==> config.mk <==
export PLATFORM = sky130hd
export DESIGN_NAME = sfc_cmd
export DESIGN_NICKNAME = d
export VERILOG_FILES = /design/src/logic/sfc_cmd.v /design/src/logic/sfc_pin_edge.v /design/src/logic/sfc_tx_shift.v
export VERILOG_INCLUDE_DIRS = /design/src /design/src/logic
export SDC_FILE = /design/constraint.sdc
export NUM_CORES = 1
export LEC_CHECK = 0
export BUFFER_PORTS_ARGS = -buffer_cell sky130_fd_sc_hd__buf_2
export CAP_MARGIN = 10
export CORE_MARGIN = 2
export CORE_UTILIZATION = 61
export DETAILED_ROUTE_END_ITERATION = 8
export GPL_ROUTABILITY_DRIVEN = 0
export PLACE_DENSITY = 0.9
export SKIP_LAST_GASP = 1
export SLEW_MARGIN = 10
export SYNTH_ARGS = -nofsm -noshare
export SYNTH_HDL_FRONTEND = slang
export SYNTH_SLANG_ARGS = --single-unit
==> constraint.sdc <==
create_clock -name clk_in -period 6.5 [get_ports clk_in]
set_clock_uncertainty 0.15 [all_clocks]
set_input_delay 0.65 -clock clk_in [delete_from_list [all_inputs] [get_ports clk_in]]
set_output_delay 0.65 -clock clk_in [all_outputs]
set_load 0.1 [all_outputs]
==> src/logic/sfc_regs.vh <==
// command codes, frame lengths and pin masks of the simple-command decoder
`ifndef SFC_REGS_VH
`define SFC_REGS_VH

`define SFC_CMD_SET_WEL     8'h06
`define SFC_CMD_CLR_WEL     8'h04
`define SFC_CMD_FACTORY     8'h41
`define SFC_CMD_ID3         8'h9f
`define SFC_CMD_SIG         8'hab
`define SFC_CMD_ADDR_ID     8'h90
`define SFC_CMD_QUAD_ID     8'haf
`define SFC_CMD_STATUS_RD   8'h05
`define SFC_CMD_CONFIG_RD   8'h15

`define SFC_CMD_CLKS_SINGLE 6'h08
`define SFC_CMD_CLKS_QUAD   6'h02
`define SFC_SIG_DUMMY_CLKS  6'h18
`define SFC_ADDR_ID_CLKS    6'h18
`define SFC_CNT_MAX         6'h3f

`define SFC_OE_N_IDLE       4'hf
`define SFC_OE_N_SINGLE     4'hd
`define SFC_OE_N_QUAD       4'h0

`endif

==> src/logic/sfc_cmd.v <==
// serial flash decoder for latch, identification and register read commands
`timescale 1ns/1ps
`include "sfc_regs.vh"
module sfc_cmd #(
  parameter [7:0] MAKER_ID   = 8'h5a,  // arbitrary value
  parameter [7:0] MEM_TYPE   = 8'h11,  // arbitrary value
  parameter [7:0] DENSITY_ID = 8'h22,  // arbitrary value
  parameter [7:0] SIGNATURE  = 8'h33   // arbitrary value
) (
  input  wire       clk_in,
  input  wire       srst_in,
  input  wire       cs_n_in,
  input  wire       sclk_in,
  input  wire [3:0] sio_in,
  output wire [3:0] sio_out,
  output wire [3:0] sio_oe_n_out,
  input  wire       quad_mode_in,
  input  wire       hw_reset_n_in,
  input  wire       write_in_progress_in,
  input  wire [7:2] status_upper_in,
  input  wire [7:0] config_in,
  input  wire       wel_clear_done_in,
  input  wire       factory_clear_done_in,
  input  wire       suspend_req_in,
  output wire       suspend_accept_out,
  output reg        write_enable_latch_out,
  output reg        factory_mode_out
);
  wire       sclk_rise;
  wire       sclk_fall;
  wire       cs_fall;
  wire       cs_rise;
  wire       tx_load;
  wire [3:0] tx_data;

  reg  [7:0] rx_shift_reg;
  reg  [7:0] cmd_reg;
  reg  [5:0] clk_cnt_reg;
  reg        addr_lsb_reg;
  reg  [1:0] idx_reg;
  reg        tx_en_reg;

  reg  [7:0] rx_full;
  reg  [5:0] cnt_next;
  reg  [5:0] cmd_len;
  reg  [7:0] cur_cmd;
  reg  [7:0] tx_byte;
  reg        latch_frame;

  function [5:0] lead_clks;
    input [7:0] cmd;
    begin
      case (cmd)
        `SFC_CMD_SIG:     lead_clks = `SFC_SIG_DUMMY_CLKS;
        `SFC_CMD_ADDR_ID: lead_clks = `SFC_ADDR_ID_CLKS;
        default:          lead_clks = 6'h00;
      endcase
    end
  endfunction

  function read_ok;
    input [7:0] cmd;
    input       quad;
    input       busy;
    begin
      case (cmd)
        `SFC_CMD_ID3:       read_ok = ~quad & ~busy;
        `SFC_CMD_ADDR_ID:   read_ok = ~quad;
        `SFC_CMD_QUAD_ID:   read_ok = quad;
        `SFC_CMD_SIG:       read_ok = 1'b1;
        `SFC_CMD_STATUS_RD: read_ok = 1'b1;
        `SFC_CMD_CONFIG_RD: read_ok = 1'b1;
        default:            read_ok = 1'b0;
      endcase
    end
  endfunction

  function [1:0] next_idx;
    input [7:0] cmd;
    input [1:0] idx;
    begin
      if (cmd == `SFC_CMD_ID3 || cmd == `SFC_CMD_QUAD_ID)
        next_idx = (idx == 2'h2) ? 2'h0 : idx + 2'h1;
      else
        next_idx = {1'b0, ~idx[0]};
    end
  endfunction

  sfc_pin_edge u_edge (
    .clk_in        (clk_in),
    .srst_in       (srst_in),
    .cs_n_in       (cs_n_in),
    .sclk_in       (sclk_in),
    .sclk_rise_out (sclk_rise),
    .sclk_fall_out (sclk_fall),
    .cs_fall_out   (cs_fall),
    .cs_rise_out   (cs_rise)
  );

  sfc_tx_shift u_tx (
    .clk_in   (clk_in),
    .srst_in  (srst_in),
    .clear_in (cs_fall),
    .quad_in  (quad_mode_in),
    .fall_in  (sclk_fall & tx_en_reg),
    .byte_in  (tx_byte),
    .load_out (tx_load),
    .data_out (tx_data)
  );

  always @* begin
    cmd_len = quad_mode_in ? `SFC_CMD_CLKS_QUAD : `SFC_CMD_CLKS_SINGLE;
    if (quad_mode_in)
      rx_full = {rx_shift_reg[3:0], sio_in};
    else
      rx_full = {rx_shift_reg[6:0], sio_in[0]};
    cnt_next = (clk_cnt_reg == `SFC_CNT_MAX) ? clk_cnt_reg : clk_cnt_reg + 6'h01;
    cur_cmd  = (cnt_next == cmd_len) ? rx_full : cmd_reg;
    // latch commands need exactly one code inside the frame
    latch_frame = cs_rise & (clk_cnt_reg == cmd_len);
    case (cmd_reg)
      `SFC_CMD_ID3,
      `SFC_CMD_QUAD_ID: begin
        case (idx_reg)
          2'h0:    tx_byte = MAKER_ID;
          2'h1:    tx_byte = MEM_TYPE;
          default: tx_byte = DENSITY_ID;
        endcase
      end
      `SFC_CMD_SIG:       tx_byte = SIGNATURE;
      `SFC_CMD_ADDR_ID:   tx_byte = (idx_reg[0] ^ addr_lsb_reg) ? DENSITY_ID : MAKER_ID;
      `SFC_CMD_STATUS_RD: tx_byte = {status_upper_in, write_enable_latch_out,
                                     write_in_progress_in};
      `SFC_CMD_CONFIG_RD: tx_byte = config_in;
      default:            tx_byte = 8'h00;
    endcase
  end

  always @(posedge clk_in) begin
    if (srst_in || cs_fall) begin
      rx_shift_reg <= 8'h00;
      cmd_reg      <= 8'h00;
      clk_cnt_reg  <= 6'h00;
      addr_lsb_reg <= 1'b0;
      idx_reg      <= 2'h0;
      tx_en_reg    <= 1'b0;
    end else if (cs_rise) begin
      tx_en_reg <= 1'b0;
    end else begin
      if (sclk_rise) begin
        rx_shift_reg <= rx_full;
        clk_cnt_reg  <= cnt_next;
        if (cnt_next == cmd_len)
          cmd_reg <= rx_full;
        // output starts on the falling edge after code and lead-in
        if (cnt_next == cmd_len + lead_clks(cur_cmd) && ~tx_en_reg &&
            read_ok(cur_cmd, quad_mode_in, write_in_progress_in)) begin
          tx_en_reg    <= 1'b1;
          addr_lsb_reg <= rx_full[0];
        end
      end
      if (tx_load)
        idx_reg <= next_idx(cmd_reg, idx_reg);
    end
  end

  always @(posedge clk_in) begin
    if (srst_in || ~hw_reset_n_in) begin
      write_enable_latch_out <= 1'b0;
      factory_mode_out       <= 1'b0;
    end else begin
      if (latch_frame && cmd_reg == `SFC_CMD_SET_WEL)
        write_enable_latch_out <= 1'b1;
      else if (latch_frame && cmd_reg == `SFC_CMD_CLR_WEL)
        write_enable_latch_out <= 1'b0;
      else if (wel_clear_done_in)
        write_enable_latch_out <= 1'b0;
      if (latch_frame && cmd_reg == `SFC_CMD_FACTORY && write_enable_latch_out)
        factory_mode_out <= 1'b1;
      else if (factory_clear_done_in)
        factory_mode_out <= 1'b0;
    end
  end

  assign suspend_accept_out = suspend_req_in & ~factory_mode_out;

  assign sio_out      = tx_en_reg ? tx_data : 4'h0;
  assign sio_oe_n_out = ~tx_en_reg   ? `SFC_OE_N_IDLE :
                        quad_mode_in ? `SFC_OE_N_QUAD : `SFC_OE_N_SINGLE;
endmodule

==> src/logic/sfc_pin_edge.v <==
// edge detection of serial clock and chip select pins
`timescale 1ns/1ps
module sfc_pin_edge (
  input  wire clk_in,
  input  wire srst_in,
  input  wire cs_n_in,
  input  wire sclk_in,
  output wire sclk_rise_out,
  output wire sclk_fall_out,
  output wire cs_fall_out,
  output wire cs_rise_out
);
  reg sclk_prev_reg;
  reg cs_n_prev_reg;

  always @(posedge clk_in) begin
    if (srst_in) begin
      sclk_prev_reg <= 1'b0;
      cs_n_prev_reg <= 1'b1;
    end else begin
      sclk_prev_reg <= sclk_in;
      cs_n_prev_reg <= cs_n_in;
    end
  end

  // clock edges only count inside a frame
  assign sclk_rise_out = ~cs_n_in & ~cs_n_prev_reg & sclk_in & ~sclk_prev_reg;
  assign sclk_fall_out = ~cs_n_in & ~cs_n_prev_reg & ~sclk_in & sclk_prev_reg;
  assign cs_fall_out   = ~cs_n_in & cs_n_prev_reg;
  assign cs_rise_out   = cs_n_in & ~cs_n_prev_reg;
endmodule

==> src/logic/sfc_tx_shift.v <==
// msb-first output shifter, one bit or one nibble per falling clock edge
`timescale 1ns/1ps
module sfc_tx_shift (
  input  wire       clk_in,
  input  wire       srst_in,
  input  wire       clear_in,
  input  wire       quad_in,
  input  wire       fall_in,
  input  wire [7:0] byte_in,
  output wire       load_out,
  output reg  [3:0] data_out
);
  reg [7:0] shift_reg;
  reg [2:0] left_reg;

  assign load_out = fall_in & (left_reg == 3'h0);

  always @(posedge clk_in) begin
    if (srst_in || clear_in) begin
      shift_reg <= 8'h00;
      left_reg  <= 3'h0;
      data_out  <= 4'h0;
    end else if (fall_in) begin
      if (left_reg == 3'h0) begin
        if (quad_in) begin
          data_out  <= byte_in[7:4];
          shift_reg <= {byte_in[3:0], 4'h0};
          left_reg  <= 3'h1;
        end else begin
          data_out  <= {2'b00, byte_in[7], 1'b0};
          shift_reg <= {byte_in[6:0], 1'b0};
          left_reg  <= 3'h7;
        end
      end else begin
        if (quad_in) begin
          data_out  <= shift_reg[7:4];
          shift_reg <= {shift_reg[3:0], 4'h0};
        end else begin
          data_out  <= {2'b00, shift_reg[7], 1'b0};
          shift_reg <= {shift_reg[6:0], 1'b0};
        end
        left_reg <= left_reg - 3'h1;
      end
    end
  end
endmodule

Word level (Yosys, flattened, before mapping)
Index checks and enable logic that the tools add are counted.

operators by class
  bitwise operators = 24
  reduce and logical (&&, ||, !) cells = 21
  add/subtract/negate cells = 4
  eq/ne operators = 21
  multiplexer cells = 33

operator list
  cell                                                                    count
  8-bit equality test (second input constant)                             8
  8-bit two-way mux                                                       5
  8-bit case mux with 5 select lines                                      1
  8-bit by 3-bit equality test with 1-bit output (second input constant)  4
  4-bit two-way mux                                                       7
  6-bit two-way mux                                                       4
  8-bit by 5-bit equality test with 1-bit output (second input constant)  2
  7-bit case mux with 2 select lines                                      1
  1-bit AND                                                               12
  6-bit by 4-bit equality test with 1-bit output                          2
  1-bit NOT                                                               11
  8-bit by 7-bit equality test with 1-bit output (second input constant)  1
  1-bit two-way mux                                                       8
  7-bit two-way mux                                                       1
  4-bit by 6-bit adder with 6-bit output                                  1
  6-bit by 1-bit adder with 6-bit output (second input constant)          1
  6-bit equality test                                                     1
  6-bit equality test (second input constant)                             1
  1-bit logical AND                                                       6
  3-bit two-way mux                                                       2
  2-bit AND reduction                                                     3
  2-bit OR reduction                                                      3
  5-bit two-way mux                                                       1
  2-bit two-way mux                                                       2
  other kinds (13)                                                        15

storage, ports and cells
  output and inout port bits = 11
  bits of input ports = 28
  logic and storage cells = 116
  flip-flop bits (word level) = 44

Depth between registers and ports, before layout
Gate-level depths: netlist of run 1.

  depth after elaboration = 15
  gate-level depth with buffers = 16
  gate-level depth less buffers = 15

Modules after synthesis
From an unflattened synthesis of run 1, not the netlist that was laid out.

unflattened totals
  cell total of the unflattened synthesis = 336
  area, all modules = 2860.2 um2

modules (own cells, without submodules)
  module        cells an instance  instances  sequential area each (um2)  area an instance (um2)
  sfc_cmd       249                1          540.5                       1985.7
  sfc_tx_shift  79                 1          280.3                       787.0
  sfc_pin_edge  8                  1          40.0                        87.6

Worst setup path before layout of run 1
Ideal clock, no wire load.

  path type = register to register
  start point = reg clk_cnt_reg[1]
  end point = reg tx_en_reg
  data required time = 6.291 ns
  arrival time = 3.600 ns
  cell stages (with the launch flop) = 17
  slack = 2.691 ns
  path buffers = 1
  clock period less this slack = 3.809 ns
  library setup time = 0.059 ns
  cell sequence = dfxtp_1 ha_1 buf_6 or3_1 a21o_1 nor3_1 nand2_1 mux2i_1 a211oi_1 nor2_1 ha_1 or3_1 nand3_1 o211ai_1 or3_1 a211oi_1 o31a_1

between the ends
  word-level cells in the longest chain between the ends = 15
  elaborated cells between the ends (all ways) = 26
  those cells by class = add/sub: 2; eq/ne: 9; mux: 10; reduce/logical: 5

RTL lines
  what                                                                           RTL line                    source
  from (decl)                                                                    sfc_cmd.v:38                reg [5:0] clk_cnt_reg;
  from (signal assigned)                                                         sfc_cmd.v:152               clk_cnt_reg <= cnt_next;
  6-bit by 1-bit adder with 6-bit output or 6-bit equality test (tied branches)  --
  6-bit two-way mux (*)                                                          sfc_cmd.v:117               cnt_next = (clk_cnt_reg == `SFC_CNT_MAX) ? clk_cnt_reg : clk_cnt_reg + 6'h01;
  6-bit by 4-bit equality test with 1-bit output                                 sfc_cmd.v:118               cur_cmd = (cnt_next == cmd_len) ? rx_full : cmd_reg;
  8-bit two-way mux                                                              --
  8-bit equality test                                                            sfc_cmd.v:53, sfc_cmd.v:66
  2-bit OR reduction (no line)                                                   --
  5-bit two-way mux                                                              sfc_cmd.v:53                case (cmd)
  6-bit two-way mux                                                              sfc_cmd.v:150               if (sclk_rise) begin
  6-bit two-way mux                                                              sfc_cmd.v:147               end else if (cs_rise) begin
  6-bit two-way mux                                                              sfc_cmd.v:140               if (srst_in || cs_fall) begin
  4-bit by 6-bit adder with 6-bit output                                         sfc_cmd.v:156               if (cnt_next == cmd_len + lead_clks(cur_cmd) && ~tx_en_reg &&
  6-bit equality test                                                            sfc_cmd.v:156
  1-bit logical AND                                                              sfc_cmd.v:156
  1-bit logical AND (*)                                                          sfc_cmd.v:156
  2-bit AND reduction (no line) (*)                                              --
  to (signal assigned)                                                           sfc_cmd.v:146               tx_en_reg <= 1'b0;
  to (signal assigned)                                                           sfc_cmd.v:148               tx_en_reg <= 1'b0;
  to (signal assigned)                                                           sfc_cmd.v:158               tx_en_reg <= 1'b1;
  to (decl)                                                                      sfc_cmd.v:41                reg tx_en_reg;

Every way passes the cells marked *; elsewhere a longest branch is shown, timed or not. The select of a mux whose other input is x is not followed.
A chain may end at the register's enable or synchronous reset.

Worst setup path in the final report of run 1
  start point = in quad_mode_in
  end point = reg tx_en_reg

between the ends
  word-level cells in the longest chain between the ends = 14
  elaborated cells between the ends (all ways) = 27
  those cells by class = add/sub: 1; eq/ne: 8; mux: 11; bitwise: 2; reduce/logical: 5

RTL lines
  what                                            RTL line                    source
  from (decl)                                     sfc_cmd.v:17                input wire quad_mode_in,
  4-bit two-way mux (no line)                     --
  6-bit by 4-bit equality test with 1-bit output  sfc_cmd.v:118
  8-bit two-way mux                               --
  8-bit equality test                             sfc_cmd.v:53, sfc_cmd.v:66
  2-bit OR reduction (no line)                    --
  5-bit two-way mux                               sfc_cmd.v:53
  6-bit two-way mux                               sfc_cmd.v:150
  6-bit two-way mux                               sfc_cmd.v:147
  6-bit two-way mux                               sfc_cmd.v:140
  4-bit by 6-bit adder with 6-bit output          sfc_cmd.v:156
  6-bit equality test                             sfc_cmd.v:156
  1-bit logical AND                               sfc_cmd.v:156
  1-bit logical AND (*)                           sfc_cmd.v:156
  2-bit AND reduction (no line) (*)               --

Marked as above.

==> results of run 1 <==
[logic make-up (layout without fill, tap and decap cells)]
| kind of cell | after synthesis | in the layout | synth area share, % |
|---|---|---|---|
| buffers and inverters | 38 | 58 | 5.84 |
| XOR/XNOR | 11 | 11 | 3.36 |
| flip-flops | 43 | 43 | 30.0 |
| AO/OA/AOI/OAI | 95 | 95 | 22.9 |
| adder cells (fa/ha/maj) | 5 | 5 | 2.18 |
| AND/OR/NAND/NOR | 156 | 156 | 27.9 |
| multiplexers | 22 | 22 | 7.81 |
[path summary, 6_finish.rpt]
path	end	depth (start not counted)
min reg2reg	u_tx.data_out[3]	2
max	tx_en_reg	14
min	u_tx.data_out[3]	2
max reg2reg	tx_en_reg	15
[cell usage in the layout, fill, tap and decap left out, drive strengths merged, types with 5 or more instances in the layout]
cell,instances
nand2,26
a21oi,30
dfxtp,43
nor3b,6
o21ai,8
nor3,14
clkbuf,6
ha,5
nand3,12
mux2i,19
buf,39
and2,5
a211oi,22
nand4,5
xnor2,7
inv,11
or3,6
nor2,53
nor4,8
[through the flow]
step                setup slack, ns  total power, mW
floorplan                      2.69            0.298
global placement               2.12            0.312
detailed placement             1.90            0.313
CTS                            2.21            0.479
global route                   1.79            0.494
finish                         2.11            0.477
[layer usage]
layer / wire, um / share of wire, % / vias to the layer above / GRT usage [%]
met5: 0 / 0 / - / 0
met4: 240 / 3.4 / 0 / 13.0
met3: 568 / 8.0 / 30 / 5.11
met2: 3270 / 46 / 155 / 44.7
met1: 3060 / 43 / 1317 / 38.1
li1: - / - / 1393 / -
[critical path, delay by kind of cell]
| family | cells | cell delay [ns] |
|---|---|---|
| AO/OA/AOI/OAI | 4 | 0.78 |
| XOR/XNOR | 1 | 0.52 |
| adder cells (fa/ha/maj) | 1 | 0.22 |
| buffers and inverters | 2 | 0.98 |
| multiplexers | 1 | 0.17 |
| AND/OR/NAND/NOR | 5 | 1.12 |
[layout make-up]
| cell class | instances | area (um^2) |
|---|---|---|
| multi-input combinational | 289 | 1840 |
| timing repair buffer | 39 | 198 |
| clock inverter | 2 | 12.5 |
| fill | 354 | 1350 |
| tap | 52 | 65.1 |
| sequential | 43 | 861 |
| clock buffer | 6 | 72.6 |
| inverter | 11 | 41.3 |
[power breakdown]
| group | internal [mW] | leakage, nW | total [mW] | switching, mW |
|---|---|---|---|---|
| logic | 0.0149 | 0.713 | 0.0406 | 0.0258 |
| registers | 0.265 | 0.347 | 0.267 | 0.00213 |
| clock network | 0.0752 | 0.0412 | 0.169 | 0.0942 |
==> impl_metrics.csv, run 1 <==
group,metric,value,unit
outcome,status,"complete, no violations",
finish,syn_to_final_growth,7.72,%
sta,timing.setup.tns,0,ns
finish,final_util,69.5,%
routing,wl_per_cell,16.1,um
yosys,synth_area,2870,um^2
routing,dr.pass1.iters,6,
yosys,yosysMostFrequentCell,"nor2_1",
clock_tree,hold_buffers,0,
worst_hold_path,hold_class,"flop to flop",
power,total_leakage_power,1.10,nW
grt,grt_pass1_vias,2639,
yosys,yosysUniqueCellTypes,64,
floorplanning,start_util,64.6,%
grt,track_usage,28.5,%
grt,grt_max_degree,37,
yosys,synth_area_leaders,"dfxtp_1, nor2_1, mux2i_1",
sta,worstMarginPinSlew,1.17,ns
clock_tree,cts_buffers,5,
placement,hpwl,5150,um
yosys,ys_seq_elements,43,
yosys,synthFlopType,"dfxtp_1",
placement,placed_area,3010,um^2
critical_path,cp-end-kind,"flop",
floorplanning,placementRows,24,
clock_tree,cts_tree,"built",
yosys,synth_common_cells,"nor2_1, dfxtp_1, a21oi_1",
critical_path,startpoint_type,"input pin",
yosys,synth_warnings,0,
finish,insertedDiodeCount,0,
routing,vias,2895,
floorplanning,core,4440,um^2
yosys,syn_nets,403,
sta,setup_violations,0,
clock_tree,clock_latency,0.30,ns
worst_hold_path,hp-start,"u_tx.data_out[3]",
floorplanning,die-width,72.6,um
finish,largest_reg_flops,8,
finish,fin_nets,422,
sta,min_period,4.39,ns
yosys,yosysTopAreaCell,"dfxtp_1",
flow_run,max_cap_viol_count,0,
clock_tree,postCtsSetupBuffers,0,
critical_path,r2r_setup_slack,2.15,ns
finish,drive_above_1_share,15.6,%
yosys,syn_avg_cell_area,7.75,um^2
yosys,synth_top_area_share,30.0,%
critical_path,crit_slowest_cell,"buf_2",
placement,io_buffers,38,
grt,antenna_found_initial,0,
routing,drc,0,
yosys,synthCells,370,
power,powerDensity,154,nW/um^2
routing,ant_nets,0,
sta,hold_viol_final,0,
finish,stdcell_area,3090,um^2
sta,rsz0062_at_grt,"no",
critical_path,crit_fanout,34,
yosys,synthArstFlopShare,0,%
critical_path,cp.arrival,4.48,ns
clock_tree,clk_pin_slew,0.08,ns
floorplanning,ios,39,
yosys,seq_area_frac_synth,30.0,%
critical_path,cp_slowest_stage_delay,0.55,ns
clock_tree,cts_resized,0,
finish,final_cells,442,
floorplanning,die_h,72.6,um
sta,finalHoldWorstSlack,0.304,ns
placement,dpl.cell_count,434,
power,ir_drop,111,uV
sta,slew_headroom,22.1,%
floorplanning,dieArea,5270,um^2
critical_path,timing.rr.start,"clk_cnt_reg[0]",
clock_tree,root_buffer,"clkbuf_8",
routing,drt_iter0_drc,345,
sta,max_freq,228,MHz
clock_tree,htree_levels,2,
critical_path,critPathLaunch,"quad_mode_in",
yosys,synth_edf_count,0,
routing,routed_wl,7130,um
critical_path,required,6.59,ns
routing,vias_per_cell,6.55,
grt,grt_pass1_wl,12000,um
clock_tree,clock_sinks,43,
critical_path,crit_type,"input pin to flop",
critical_path,crit_path_cell_trace,"buf_2 -> inv_1 -> xnor2_1 -> nand2_1 -> mux2i_1 -> a211oi_1 -> nor2_1 -> ha_1 -> or3_1 -> nand3_1 -> o211ai_1 -> or3_1 -> a211oi_1 -> o31a_1",
sta,drv_slew,0,
grt,overflow,0,
sta,fin_crit_sh,67.5,%
clock_tree,clockBufferDepth,2,
Note: power is estimated with default switching activity, not from simulation.
==> run 2, diff against run 1 <==
Settings changed: CORE_UTILIZATION 61 to 52, PLACE_DENSITY 0.9 to 0.82.
Clock period 6.5 ns to 3.7 ns, I/O delays scaled along.
==> impl_metrics.csv, run 2 (synthesized netlist as in run 1, its figures left out) <==
group,metric,value,unit
grt,grt_max_degree,37,
routing,drc,0,
sta,worst_slack,-0.00917,ns
finish,largest_reg_flops,8,
clock_tree,cts_buffers,5,
critical_path,required,3.80,ns
clock_tree,cts_tree,"built",
routing,wl_per_cell,15.9,um
grt,grt_pass1_vias,2619,
clock_tree,clk_pin_slew,0.09,ns
grt,track_usage,24.7,%
routing,drt_iter0_drc,195,
power,total_leakage_power,1.23,nW
finish,final_cell_mix,"nor2_1, dfxtp_1, buf_2",
floorplanning,die_h,78.3,um
grt,grt_pass1_wl,12300,um
sta,rsz0062_at_grt,"yes",
sta,drv_slew,0,
critical_path,cp.arrival,3.81,ns
power,ir_drop,111,uV
placement,hpwl,5270,um
routing,dr.pass1.iters,6,
sta,min_period,3.71,ns
finish,syn_to_final_growth,18.4,%
routing,vias_per_cell,6.14,
routing,vias,2966,
clock_tree,clockBufferDepth,2,
critical_path,startpoint_type,"flop",
clock_tree,root_buffer,"clkbuf_8",
placement,post-place-ws,-0.0288,ns
sta,setup_violations,1,
clock_tree,clock_latency,0.30,ns
critical_path,cp-end-kind,"flop",
power,powerDensity,252,nW/um^2
sta,fin_crit_sh,100,%
critical_path,crit_type,"flop to flop",
worst_hold_path,hold_class,"input pin to flop",
clock_tree,clock_sinks,43,
outcome,status,"complete, but fails checks",
finish,insertedDiodeCount,0,
clock_tree,htree_levels,2,
sta,timing.setup.tns,-0.00917,ns
sta,max_freq,270,MHz
floorplanning,placementRows,27,
floorplanning,core,5410,um^2
sta,slew_headroom,22.0,%
finish,stdcell_area,3400,um^2
grt,antenna_found_initial,0,
critical_path,crit_fanout,3,
finish,layout_commonest_cell,"nor2_1",
sta,worstMarginPinSlew,1.17,ns
floorplanning,dieArea,6130,um^2
sta,finalHoldWorstSlack,0.183,ns
critical_path,r2r_setup_slack,-0.009,ns
finish,fin_nets,444,
clock_tree,hold_buffers,0,
finish,final_cells,483,
routing,routed_wl,7690,um
placement,placed_area,3180,um^2
grt,overflow,0,
finish,drive_above_1_share,24.1,%
placement,io_buffers,38,
floorplanning,die-width,78.3,um
outcome,violations,"negative setup slack",
floorplanning,start_util,53.1,%
flow_run,max_cap_viol_count,0,
floorplanning,ios,39,
placement,dpl.cell_count,472,
sta,hold_viol_final,0,
routing,ant_nets,0,
==> run 2: final timing paths <==
| path | startpoint | end | depth (start not counted) |
|---|---|---|---|
| setup / recovery | clk_cnt_reg[0] | tx_en_reg | 14 |
| hold / removal | hw_reset_n_in | factory_mode_out | 2 |
| setup reg to reg | clk_cnt_reg[0] | tx_en_reg | 14 |
| hold reg to reg | u_tx.data_out[3] | u_tx.data_out[3] | 2 |
==> run 2: cell type report <==
type                    count  area [um^2]
repair buffers             61          370
flip-flops and latches     43          863
clock buffers               6         82.6
inverters                  11         41.3
fillers                   465         2010
multi-input cells         289         1950
well taps                  72         90.1
clock inverters             1         5.00
==> run 2: timing repair <==
action | CTS | global route
resized for setup | 7 | 12
buffers inserted | 4 | 0
endpoints found under the setup margin | 2 | 2
pin swaps | 8 | 4
==> run 2: worst max-delay path, stage by stage (launching register included) <==
cell	delay, ns
dfxtp_2	0.34
ha_4	0.15
or3_1	0.30
a21o_1	0.22
or3_4	0.40
or4_4	0.51
nand2_2	0.12
a211oi_4	0.07
nor2_2	0.15
ha_2	0.23
xnor2_1	0.13
o211ai_1	0.12
or3_4	0.40
a211oi_2	0.22
o31a_1	0.15
==> run 2: through the flow <==
step,power [mW],utilization [%]
floorplan,0.523,-
global placement,0.552,58.8
detailed placement,0.553,58.8
CTS,0.857,61.6
global route,0.882,62.9
finish,0.858,62.9
==> run 2: layer usage <==
layer | routed length [um] | GRT usage (%) | up-vias
met5 | 0 | 0 | -
met4 | 151 | 8.25 | 0
met3 | 564 | 4.71 | 17
met2 | 3640 | 41.7 | 142
met1 | 3330 | 31.8 | 1372
li1 | - | - | 1435
==> run 2: where the power goes <==
| group | internal [mW] | switching [mW] | leakage [nW] |
|---|---|---|---|
| logic | 0.0298 | 0.0482 | 0.837 |
| registers | 0.465 | 0.00359 | 0.348 |
| clock network | 0.147 | 0.164 | 0.0470 |
| total | 0.641 | 0.216 | 1.23 |
